## config.mk

```make
export PLATFORM = sky130hd
export DESIGN_NAME = lrx_event_top
export DESIGN_NICKNAME = d
export VERILOG_FILES = /design/src/rtl/lrx_count.v /design/src/rtl/lrx_evsel.v /design/src/rtl/lrx_event_top.v
export VERILOG_INCLUDE_DIRS = /design/src /design/src/rtl
export SDC_FILE = /design/constraint.sdc
export NUM_CORES = 1
export LEC_CHECK = 0
export BUFFER_PORTS_ARGS = -buffer_cell sky130_fd_sc_hd__buf_2
export CORE_AREA = 2 2 203 205
export CTS_CLUSTER_SIZE = 20
export DETAILED_ROUTE_END_ITERATION = 8
export DIE_AREA = 0 0 205 207
export GPL_TIMING_DRIVEN = 1
export SLEW_MARGIN = 0
export SYNTH_ARGS = -nofsm -noshare
export SYNTH_HDL_FRONTEND = slang
export SYNTH_SLANG_ARGS = --single-unit
```

## constraint.sdc

```tcl
create_clock -name clk_sys_i -period 7.7 [get_ports clk_sys_i]
set_input_delay 0.77 -clock clk_sys_i [delete_from_list [all_inputs] [get_ports clk_sys_i]]
set_output_delay 0.77 -clock clk_sys_i [all_outputs]
set_load 0.03 [all_outputs]
```

## src/rtl/lrx_consts.vh

```
/*
 * Constants for the receive-side link event counting block: register map,
 * field positions, event codes, message classes, flit kinds, power modes.
 * Assumes inclusion by bare name from the design files; definitions only.
 */
`ifndef LRX_CONSTS_VH
`define LRX_CONSTS_VH

// ****************************************
// Register byte offsets
// ****************************************
`define LRX_OFF_CTL0 8'h00
`define LRX_OFF_CNT0 8'h10
`define LRX_OFF_STAT 8'h20
`define LRX_OFF_STEP 8'h04
`define LRX_ADDR_W 8

// ****************************************
// Control register fields
// ****************************************
`define LRX_CTL_CODE_LSB 0
`define LRX_CTL_UMASK_LSB 8
`define LRX_CTL_EDGE_BIT 18
`define LRX_CTL_EXT_BIT 21
`define LRX_CTL_EN_BIT 22
`define LRX_CTL_RST 32'h0000_0000

// ****************************************
// Event codes
// ****************************************
`define LRX_EV_FLIT_G0 8'h01
`define LRX_EV_BYPASS 8'h09
`define LRX_EV_RXQ_NE 8'h0A
`define LRX_EV_FULL_PWR 8'h0F
`define LRX_EV_HALF_PWR 8'h10
`define LRX_EV_CRED_SHR 8'h1D
`define LRX_EV_CRED_DED 8'h1E

// ****************************************
// Flit kinds, group-0 mask bits
// ****************************************
`define LRX_FLIT_IDLE 2'h0
`define LRX_FLIT_DATA 2'h1
`define LRX_FLIT_NONDATA 2'h2
`define LRX_G0_IDLE_BIT 0
`define LRX_G0_DATA_BIT 1
`define LRX_G0_NONDATA_BIT 2

// ****************************************
// Message classes (dedicated network mask bit index)
// ****************************************
`define LRX_CLS_DATA_RSP 3'h0
`define LRX_CLS_NC_BYPASS 3'h1
`define LRX_CLS_NC_STD 3'h2
`define LRX_CLS_HOME 3'h3
`define LRX_CLS_SNOOP 3'h4
`define LRX_CLS_NONDATA_RSP 3'h5
`define LRX_VNET_DEDICATED 1'b0
`define LRX_VNET_SHARED 1'b1

// ****************************************
// Receive power modes, flit framing
// ****************************************
`define LRX_PWR_FULL 2'h0
`define LRX_PWR_HALF 2'h1
`define LRX_PWR_SHUT 2'h2
`define LRX_PWR_TRAIN 2'h3
`define LRX_FLIT_BITS 7'h50
`define LRX_UNIT_FULL 5'h14
`define LRX_UNIT_HALF 5'h0A
`define LRX_UNITS_FULL 4'h4
`define LRX_UNITS_HALF 4'h8

`endif

```

## src/rtl/lrx_count.v

```verilog
/*
 * One general-purpose event counter: adds a per-cycle increment of 0..2.
 * Assumes load and increment come from logic on the same clock.
 */
`timescale 1ns/1ps
module lrx_count #(
	parameter W = 32
) (
	// Clock, reset, enable
	input wire clk_sys_i,
	input wire srst_i,
	input wire ce_i,
	// Control
	input wire en_i,
	input wire load_i,
	input wire [W-1:0] load_val_i,
	input wire [1:0] inc_i,
	// Count
	output wire [W-1:0] cnt_o
);
	reg [W-1:0] cnt_q;
	wire [W-1:0] cnt_d;

	// Software load takes priority over counting in the same cycle
	assign cnt_d = load_i ? load_val_i :
		(en_i ? cnt_q + {{(W-2){1'b0}}, inc_i} : cnt_q);

	always @(posedge clk_sys_i) begin
		if (srst_i) begin
			cnt_q <= {W{1'b0}};
		end else if (ce_i) begin
			cnt_q <= cnt_d;
		end
	end

	assign cnt_o = cnt_q;
endmodule // lrx_count

```

## src/rtl/lrx_evsel.v

```verilog
/*
 * Event selection for one counter: decodes code, mask and extra select into
 * an increment of 0..2, with optional edge detection.
 * Assumes all event inputs are on the counter's clock.
 */
`timescale 1ns/1ps
`include "lrx_consts.vh"
module lrx_evsel (
	// Clock, reset, enable
	input wire clk_sys_i,
	input wire srst_i,
	input wire ce_i,
	// Selection
	input wire [7:0] code_i,
	input wire [7:0] umask_i,
	input wire ext_i,
	input wire edge_i,
	// Events
	input wire ev_full_i,
	input wire ev_half_i,
	input wire ev_bypass_i,
	input wire ev_rxq_ne_i,
	input wire ev_cred_ded_i,
	input wire ev_cred_shr_i,
	input wire [1:0] flit_idle_i,
	input wire [1:0] flit_data_i,
	input wire [1:0] flit_nondata_i,
	// Increment
	output reg [1:0] inc_o
);
	reg prev_q;
	reg [1:0] raw;
	reg [1:0] g0;
	integer i;

	always @* begin
		g0 = 2'h0;
		for (i = 0; i < 2; i = i + 1) begin
			if ((flit_idle_i[i] && umask_i[`LRX_G0_IDLE_BIT]) ||
				(flit_data_i[i] && umask_i[`LRX_G0_DATA_BIT]) ||
				(flit_nondata_i[i] && umask_i[`LRX_G0_NONDATA_BIT])) begin
				g0 = g0 + 2'h1;
			end
		end
		raw = 2'h0;
		case ({ext_i, code_i})
		{1'b0, `LRX_EV_HALF_PWR}: raw = {1'b0, ev_half_i};
		{1'b0, `LRX_EV_FULL_PWR}: raw = {1'b0, ev_full_i};
		{1'b0, `LRX_EV_BYPASS}: raw = {1'b0, ev_bypass_i};
		{1'b1, `LRX_EV_CRED_DED}: raw = {1'b0, ev_cred_ded_i};
		{1'b1, `LRX_EV_CRED_SHR}: raw = {1'b0, ev_cred_shr_i};
		{1'b0, `LRX_EV_RXQ_NE}: raw = {1'b0, ev_rxq_ne_i};
		{1'b0, `LRX_EV_FLIT_G0}: raw = g0;
		default: raw = 2'h0;
		endcase
		// Edge mode counts entries into a condition, not cycles in it
		if (edge_i) begin
			inc_o = {1'b0, (raw != 2'h0) && !prev_q};
		end else begin
			inc_o = raw;
		end
	end

	always @(posedge clk_sys_i) begin
		if (srst_i) begin
			prev_q <= 1'b0;
		end else if (ce_i) begin
			prev_q <= (raw != 2'h0);
		end
	end
endmodule // lrx_evsel

```

## src/rtl/lrx_event_top.v

```verilog
/*
 * Receive-side link event generation and four event counters, with an
 * AHB-Lite register slave for control, counts and status.
 * Assumes link-side inputs come from logic on clk_sys_i; a single bus slave.
 */
`timescale 1ns/1ps
`include "lrx_consts.vh"

// Summary of operation
// - Code 0x10 counts cycles with receive side in half-lane mode, one per cycle.
// - Half-lane mode switches off half of the receive lanes to save power.
// - Edge detect makes the half-lane event count entries into that mode.
// - Residency events follow only the receive direction's own power state.
// - Code 0x0F counts cycles in full-power mode, the default, one per cycle.
// - Edge detect makes the full-power event count entries into full power.
// - Training periods away from full power are not counted as full power.
// - Code 0x09 counts each flit that bypasses the buffer into the egress.
// - Code 0x1E with extra select counts dedicated network credits consumed.
// - Mask bits 15:8 pick classes: data rsp, nc bypass, nc std, home, snoop, non-data.
// - Code 0x1D with extra select counts shared network credits consumed.
// - Code 0x0A counts cycles where the receive queue holds an entry.
// - Code 0x01 counts received flits by category, up to two per cycle.
// - A flit is 80 bits: four 20-bit units, or eight 10-bit units at half width.
// - Group-0 mask: bit 0 idle/null, bit 1 data, bit 2 non-data protocol.
// - Data selection counts 64-bit payload flits of both channels, not headers.
// - Non-data selection counts non-null non-data flits including data headers.
module lrx_event_top #(
	parameter NCNT = 4,
	parameter CNT_W = 32,
	parameter LANES = 20
) (
	// Clock, reset, enable
	input wire clk_sys_i,
	input wire srst_i,
	input wire ce_i,
	// AHB-Lite slave
	input wire hsel_i,
	input wire [31:0] haddr_i,
	input wire [1:0] htrans_i,
	input wire hwrite_i,
	input wire [2:0] hsize_i,
	input wire [31:0] hwdata_i,
	input wire hready_i,
	output wire [31:0] hrdata_o,
	output wire hreadyout_o,
	output wire hresp_o,
	// Receive link layer status
	input wire [1:0] rx_pwr_mode_i,
	input wire [1:0] flit_vld_i,
	input wire [1:0] flit0_kind_i,
	input wire [1:0] flit1_kind_i,
	input wire bypass_i,
	input wire credit_vld_i,
	input wire credit_vnet_i,
	input wire [2:0] credit_class_i,
	input wire rxq_nonempty_i,
	// Receive lane control
	output wire [LANES-1:0] rx_lane_en_o,
	output wire [4:0] rx_unit_width_o,
	output wire [3:0] rx_units_per_flit_o,
	output wire [1:0] rx_pwr_state_o
);
	// ****************************************
	// Local constants
	// ****************************************
	localparam [1:0] ST_FULL = `LRX_PWR_FULL;
	localparam [1:0] ST_HALF = `LRX_PWR_HALF;
	localparam [1:0] ST_SHUT = `LRX_PWR_SHUT;
	localparam [1:0] ST_TRAIN = `LRX_PWR_TRAIN;
	localparam [LANES-1:0] LANES_ALL = {LANES{1'b1}};
	localparam [LANES-1:0] LANES_HALF = {LANES{1'b1}} >> (LANES / 2);
	localparam [1:0] HTRANS_NONSEQ = 2'h2;
	localparam [1:0] HTRANS_SEQ = 2'h3;
	localparam [1:0] BUS_IDLE = 2'h0;
	localparam [1:0] BUS_WRITE = 2'h1;
	localparam [1:0] BUS_READ = 2'h2;

	// ****************************************
	// Declarations
	// ****************************************
	// Power state and lane control
	reg [1:0] pwr_q;
	reg [1:0] pwr_d;
	reg [LANES-1:0] lane_en_q;
	reg [LANES-1:0] lane_en_d;
	reg [4:0] unit_w_q;
	reg [4:0] unit_w_d;
	reg [3:0] units_q;
	reg [3:0] units_d;
	wire ev_full;
	wire ev_half;

	// Bus slave
	reg [1:0] bus_st_q;
	reg [1:0] bus_st_d;
	reg [`LRX_ADDR_W-1:0] addr_q;
	reg [31:0] hrdata_q;
	reg [31:0] hrdata_d;
	reg hready_q;
	reg hresp_q;
	wire bus_take;
	wire wr_pend;
	wire rd_pend;
	wire wr_ctl;
	wire wr_cnt;

	// Control registers and counters
	reg [31:0] ctl_q [0:NCNT-1];
	wire [CNT_W-1:0] cnt [0:NCNT-1];
	wire [1:0] inc [0:NCNT-1];
	integer k;

	// Link events
	wire ev_cred_ded;
	wire ev_cred_shr;
	wire [1:0] flit_idle;
	wire [1:0] flit_data;
	wire [1:0] flit_nondata;
	wire [1:0] kind [0:1];

	// ****************************************
	// Receive power state
	// ****************************************
	// Only the receive direction's own mode is tracked here
	always @* begin
		pwr_d = rx_pwr_mode_i;
		lane_en_d = LANES_ALL;
		unit_w_d = `LRX_UNIT_FULL;
		units_d = `LRX_UNITS_FULL;
		case (rx_pwr_mode_i)
		ST_FULL: begin
			lane_en_d = LANES_ALL;
			unit_w_d = `LRX_UNIT_FULL;
			units_d = `LRX_UNITS_FULL;
		end
		ST_HALF: begin
			// Upper half of the lanes idles to save power
			lane_en_d = LANES_HALF;
			unit_w_d = `LRX_UNIT_HALF;
			units_d = `LRX_UNITS_HALF;
		end
		ST_SHUT: begin
			// Link off: no lanes, no framing
			lane_en_d = {LANES{1'b0}};
			unit_w_d = 5'h00;
			units_d = 4'h0;
		end
		ST_TRAIN: begin
			// Training keeps lanes up but is not full-power operation
			lane_en_d = LANES_ALL;
			unit_w_d = `LRX_UNIT_FULL;
			units_d = `LRX_UNITS_FULL;
		end
		default: begin
			pwr_d = ST_FULL;
		end
		endcase
	end

	// Registered mode decode keeps every lane output on a flip-flop
	always @(posedge clk_sys_i) begin
		if (srst_i) begin
			pwr_q <= ST_FULL;
			lane_en_q <= LANES_ALL;
			unit_w_q <= `LRX_UNIT_FULL;
			units_q <= `LRX_UNITS_FULL;
		end else if (ce_i) begin
			pwr_q <= pwr_d;
			lane_en_q <= lane_en_d;
			unit_w_q <= unit_w_d;
			units_q <= units_d;
		end
	end

	// Residency follows the registered state, one cycle after the mode input
	assign ev_full = (pwr_q == ST_FULL);
	assign ev_half = (pwr_q == ST_HALF);

	// ****************************************
	// Flit and credit decode
	// ****************************************
	assign kind[0] = flit0_kind_i;
	assign kind[1] = flit1_kind_i;

	// Up to two flits a cycle; kind 3 is never counted
	genvar s;
	generate
		for (s = 0; s < 2; s = s + 1) begin : g_slot
			// Idle covers null flits too; headers of data packets arrive as non-data
			assign flit_idle[s] = flit_vld_i[s] && (kind[s] == `LRX_FLIT_IDLE);
			assign flit_data[s] = flit_vld_i[s] && (kind[s] == `LRX_FLIT_DATA);
			assign flit_nondata[s] = flit_vld_i[s] && (kind[s] == `LRX_FLIT_NONDATA);
		end
	endgenerate

	assign ev_cred_shr = credit_vld_i && (credit_vnet_i == `LRX_VNET_SHARED);
	assign ev_cred_ded = credit_vld_i && (credit_vnet_i == `LRX_VNET_DEDICATED);

	// ****************************************
	// AHB-Lite slave
	// ****************************************
	// Writes complete with no wait state; reads take one so that a read
	// right after a write sees the written value.
	assign bus_take = hsel_i && hready_i &&
		(htrans_i == HTRANS_NONSEQ || htrans_i == HTRANS_SEQ);

	// A read spends exactly one cycle in BUS_READ; hready is low then,
	// so no new address phase can be taken in that cycle.
	always @* begin
		bus_st_d = BUS_IDLE;
		case (bus_st_q)
		BUS_IDLE, BUS_WRITE: begin
			if (bus_take) begin
				bus_st_d = hwrite_i ? BUS_WRITE : BUS_READ;
			end
		end
		BUS_READ: begin
			bus_st_d = BUS_IDLE;
		end
		default: begin
			bus_st_d = BUS_IDLE;
		end
		endcase
	end

	// Data phase qualifiers follow the previous address phase
	assign wr_pend = (bus_st_q == BUS_WRITE);
	assign rd_pend = (bus_st_q == BUS_READ);
	assign wr_ctl = wr_pend && (addr_q < `LRX_OFF_CNT0);
	assign wr_cnt = wr_pend && (addr_q[`LRX_ADDR_W-1:4] == 4'h1);

	// Read mux works on the address latched in the address phase
	always @* begin
		hrdata_d = 32'h0000_0000;
		if (addr_q < `LRX_OFF_CNT0) begin
			hrdata_d = ctl_q[addr_q[3:2]];
		end else if (addr_q < `LRX_OFF_STAT) begin
			hrdata_d = cnt[addr_q[3:2]];
		end else if (addr_q == `LRX_OFF_STAT) begin
			hrdata_d = {29'h0, rxq_nonempty_i, pwr_q};
		end
	end

	always @(posedge clk_sys_i) begin
		if (srst_i) begin
			bus_st_q <= BUS_IDLE;
			addr_q <= {`LRX_ADDR_W{1'b0}};
			hrdata_q <= 32'h0000_0000;
			hready_q <= 1'b1;
			hresp_q <= 1'b0;
		end else if (ce_i) begin
			bus_st_q <= bus_st_d;
			if (bus_take) begin
				addr_q <= haddr_i[`LRX_ADDR_W-1:0];
			end
			// Wait state only while the read data is fetched
			hready_q <= (bus_st_d != BUS_READ);
			// Slave never signals an error
			hresp_q <= 1'b0;
			if (rd_pend) begin
				hrdata_q <= hrdata_d;
			end
		end
	end

	// Control registers
	always @(posedge clk_sys_i) begin
		if (srst_i) begin
			for (k = 0; k < NCNT; k = k + 1) begin
				ctl_q[k] <= `LRX_CTL_RST;
			end
		end else if (ce_i && wr_ctl) begin
			ctl_q[addr_q[3:2]] <= hwdata_i;
		end
	end

	// ****************************************
	// Event select and counters
	// ****************************************
	// A software load beats an increment in the same cycle
	genvar c;
	generate
		for (c = 0; c < NCNT; c = c + 1) begin : g_cnt
			wire [7:0] code = ctl_q[c][`LRX_CTL_CODE_LSB +: 8];
			wire [7:0] umask = ctl_q[c][`LRX_CTL_UMASK_LSB +: 8];
			wire ext_sel = ctl_q[c][`LRX_CTL_EXT_BIT];
			wire edge_sel = ctl_q[c][`LRX_CTL_EDGE_BIT];
			wire cnt_en = ctl_q[c][`LRX_CTL_EN_BIT];
			// Dedicated credits are filtered by the class mask
			wire ded_hit = ev_cred_ded && umask[credit_class_i];
			wire load = wr_cnt && (addr_q[3:2] == c);
			// Edge history lives in the selector, so it tracks while disabled

			lrx_evsel u_evsel (
				.clk_sys_i(clk_sys_i),
				.srst_i(srst_i),
				.ce_i(ce_i),
				.code_i(code),
				.umask_i(umask),
				.ext_i(ext_sel),
				.edge_i(edge_sel),
				.ev_full_i(ev_full),
				.ev_half_i(ev_half),
				.ev_bypass_i(bypass_i),
				.ev_rxq_ne_i(rxq_nonempty_i),
				.ev_cred_ded_i(ded_hit),
				.ev_cred_shr_i(ev_cred_shr),
				.flit_idle_i(flit_idle),
				.flit_data_i(flit_data),
				.flit_nondata_i(flit_nondata),
				.inc_o(inc[c])
			);

			lrx_count #(
				.W(CNT_W)
			) u_count (
				.clk_sys_i(clk_sys_i),
				.srst_i(srst_i),
				.ce_i(ce_i),
				.en_i(cnt_en),
				.load_i(load),
				.load_val_i(hwdata_i[CNT_W-1:0]),
				.inc_i(inc[c]),
				.cnt_o(cnt[c])
			);
		end
	endgenerate

	// ****************************************
	// Outputs
	// ****************************************
	// Every output comes straight from a flip-flop
	assign hrdata_o = hrdata_q;
	assign hreadyout_o = hready_q;
	assign hresp_o = hresp_q;
	assign rx_lane_en_o = lane_en_q;
	assign rx_unit_width_o = unit_w_q;
	assign rx_units_per_flit_o = units_q;
	assign rx_pwr_state_o = pwr_q;
endmodule // lrx_event_top

```

==> flow_summary.yaml <==
worst_hold_path:
  min_path_cells: 3
  min_from: "haddr_i[5]"
  min_path_type: "primary input to flop"
  min_to: "addr_q[5]"
run_status:
  outcome: "finished, final reports clean"
die:
  dieArea_sq_um: 42400
  initial_core_util_pct: 44.2
  ioPinCount: 155
  die_height_um: 207
  core_sq_um: 40400
  rows: 74
  die_w_um: 205
setup_path:
  critical_path.slowest_cell: "or4b_1"
  slowest_delay_ps: 470
  reg2regPathDepth: 20
  r2r-end: "g_cnt[2].u_count.cnt_o[26]"
  critical_path.cell_chain: "mux2i_1 -> o21ai_0 -> and2_1 -> ha_1 -> and3b_1 -> a31oi_1 -> or4b_1 -> o311ai_0 -> a31oi_1 -> a22oi_1 -> ha_1 -> inv_1 -> fa_1 -> nand3b_1 -> nor3_1 -> buf_4 -> nand4_1 -> or2_0 -> or4_1 -> o211ai_1"
  cp_max_fo: 13
  critPathTopFamily: "simple AND/OR/NAND/NOR gates"
  crit_path_start_kind: "flop"
  cp-end-kind: "flop"
  critPathKind: "flop to flop"
  arrival_ps: 5340
  cp_num_buf_inv: 2
  rr_startpoint: "ctl_q[2][9]"
  critical_path_required_ps: 8160
  rrSetupSlack_ps: 2820
sta:
  hold_viol: 0
  finalSetupViolations: 0
  fin_skew_ps: 15.8
  finalSetupTns_ps: 0
  max_clock_freq_ghz: 0.205
  worst_slew_pin_slew_ps: 1160
  min_period_over_period_pct: 63.3
  min_period_ps: 4880
  rsz0062_at_grt: "false"
  relSlewSlack_pct: 21.9
  finalMaxSlewViolations: 0
power:
  vdd_ir_drop_max_v: 0.000145
  p_leak_uw: 0.00704
  power_density_nw_per_um2: 192
placed_design:
  port_buffers: 122
  place_area_sq_um: 18600
  gp_congestion: 0.897
  dpl.hpwl_um: 42400
clock_tree:
  cts_tree: "built"
  numCtsBuffers: 37
  cts_setup_buffers: 0
  cts_buffer_depth: 3
  ctsHoldBuffers: 0
  path_clk_slew_ps: 60
  cts_root_buf: "clkbuf_16"
  cts-resized-gates: 0
  cts_sinks: 310
  cts_htree_levels: 2
  clk_latency_ps: 560
route:
  via_count: 16127
  drtAntennaViolNets: 0
  firstDrtPassIters: 6
  avgViaCountPerCell: 6.39
  wirelength_um: 62300
  routedWlPerCell_um: 24.7
  drt_iter0_markers: 1981
  drc: 0
cells_and_area:
  nets: 2074
  layout_commonest_cell: "nor2_1"
  fin_area_sq_um: 19800
  fillCellCount: 3837
  layout_common_cells: "nor2_1 (240), nand2_1 (207), dfxtp_1 (179), edfxtp_1 (128), buf_2 (121)"
  diodes: 0
  syn_to_final_growth_pct: 11.2
  layout-drive-gt1-share_pct: 16.7
yosys:
  ys_seq_elements: 310
  syn_area_per_cell_sq_um: 9.22
  synth_cell_types: 81
  syn_area_sq_um: 17800
  yosys_warnings: 0
  synth_edf_count: 128
  ys_async_sr_fraction_pct: 0
  synthCells: 1937
  ys.flop_type: "dfxtp_1"
  yosysSeqAreaShare_pct: 41.9
global_route:
  grt_start_max_net_pins: 72
  grt_pass1_vias: 14905
  overflow: 0
  grt_pass1_wl_um: 94300
  grt_use_total_pct: 29.1
  antenna_found_initial: 1
job:
  maxCapViolCount: 0
[worst max path at each step]
stage                         start                          to  slack, ps  cells past startpoint
floorplan           flit0_kind_i[0]  g_cnt[2].u_count.cnt_o[26]       2970                     20
CTS                     ctl_q[2][9]  g_cnt[2].u_count.cnt_o[26]       2880                     20
global placement    flit0_kind_i[0]  g_cnt[2].u_count.cnt_o[26]       2430                     21
global route            ctl_q[2][9]  g_cnt[2].u_count.cnt_o[26]       2530                     20
finish                  ctl_q[2][9]  g_cnt[2].u_count.cnt_o[26]       2820                     20
detailed placement  flit1_kind_i[1]  g_cnt[2].u_count.cnt_o[26]       2420                     22
[layer usage]
metal | part of all wire [%] | GRT usage [%] | vias up | routed length (um)
li1 | - | - | 7344 | -
met4 | 3.9 | 11.5 | 0 | 2450
met1 | 41 | 40.0 | 7810 | 25600
met2 | 47 | 46.9 | 839 | 29300
met5 | 0 | 0 | - | 0
met3 | 7.8 | 3.59 | 134 | 4850
[cell families after synthesis]
family	count (synthesis)	share of synthesized area (%)
and+or+nand+nor	800	22.1
other	1	0.0210
DFF	310	41.9
adders and majority gates	18	1.43
buffers and inverters	225	5.71
AOI/OAI and AO/OA	482	18.0
muxes	101	10.8
[registers in the layout, indices dropped and copies added (netlist names), named ones only]
register and count:
rx_pwr_state_o 2, hreadyout_o 1, ctl_q 128, rx_unit_width_o 1, addr_q 8, g_cnt.u_count.cnt_o 128
hrdata_o 32, rx_lane_en_o 2, g_cnt.u_evsel.prev_q 4, bus_st_q 2
[cell type report]
cell class | instances | area [sq um] | share of cell area, %
Clock inverter | 18 | 175 | 0.883
Timing Repair Buffer | 159 | 891 | 4.49
Multi-Input combinational cell | 1405 | 9400 | 47.4
Tap cell | 532 | 666 | 3.35
Inverter | 53 | 199 | 1.00
Sequential cell | 310 | 7490 | 37.8
Clock buffer | 48 | 1020 | 5.14
[cell usage after synthesis, types with 7 or more instances]
| cell type | count | share of area, % |
|---|---|---|
| a311oi_1 | 13 | 0.64 |
| nor2b_1 | 14 | 0.49 |
| and2_1 | 31 | 1.1 |
| nand3_1 | 59 | 1.7 |
| or3_1 | 9 | 0.32 |
| or4_1 | 8 | 0.34 |
| o21ai_0 | 94 | 2.6 |
| and3_1 | 57 | 2.0 |
| a21oi_1 | 102 | 2.9 |
| mux2_2 | 10 | 0.63 |
| ha_1 | 14 | 0.98 |
| o41ai_1 | 7 | 0.34 |
| buf_4 | 34 | 1.4 |
| and4_1 | 12 | 0.59 |
| buf_2 | 32 | 0.90 |
| o31ai_1 | 20 | 0.84 |
| a22oi_1 | 47 | 2.0 |
| nor2_1 | 242 | 5.1 |
| nor3_1 | 41 | 1.1 |
| o211ai_1 | 7 | 0.29 |
| dfxtp_1 | 182 | 20 |
| or2_2 | 7 | 0.25 |
| nor4_1 | 12 | 0.42 |
| nand2_1 | 207 | 4.4 |
| edfxtp_1 | 128 | 22 |
| nand2b_1 | 9 | 0.32 |
| o21a_1 | 8 | 0.34 |
| mux4_2 | 72 | 9.1 |
| a21o_1 | 8 | 0.34 |
| a32oi_1 | 11 | 0.54 |
| clkbuf_1 | 100 | 2.1 |
| a31oi_1 | 23 | 0.81 |
| o22ai_1 | 15 | 0.53 |
| inv_1 | 52 | 1.1 |
| a211oi_1 | 68 | 2.9 |
| nand3b_1 | 10 | 0.42 |
| mux2i_1 | 19 | 1.1 |
| nand4_1 | 52 | 1.8 |
| a32o_1 | 9 | 0.50 |
[through the flow]
step | hold slack [ps] | utilization, % | total power [uW] | cells | setup slack [ps]
after floorplan | 431 | - | 1960 | 1940 | 2970
after global placement | 441 | 46.2 | 2070 | 2459 | 2430
after detailed placement | 460 | 46.2 | 2070 | 2459 | 2420
after CTS | 449 | 49.2 | 3830 | 2525 | 2880
after global routing | 477 | 49.2 | 3910 | 2525 | 2530
final | 464 | 49.2 | 3810 | 2525 | 2820
[worst reg2reg max path, stage by stage, from the launching register on]
cell      delay [ps]
edfxtp_1         460
mux2i_1          160
o21ai_0           80
and2_1           170
ha_1             320
and3b_1          170
a31oi_1           40
or4b_1           470
o311ai_0         120
a31oi_1          130
a22oi_1          220
ha_1             210
inv_1             50
fa_1             420
nand3b_1         320
nor3_1           240
buf_4            240
nand4_1          230
or2_0            280
or4_1            400
o211ai_1          90
[power breakdown]
part / leakage (uW) / switching (uW) / total, uW / internal, uW
clock network: 0.000587 / 733 / 1770 / 1040
logic: 0.00367 / 195 / 273 / 78.9
registers: 0.00279 / 27.8 / 1770 / 1740
Note: power is estimated with default switching activity, not from simulation.
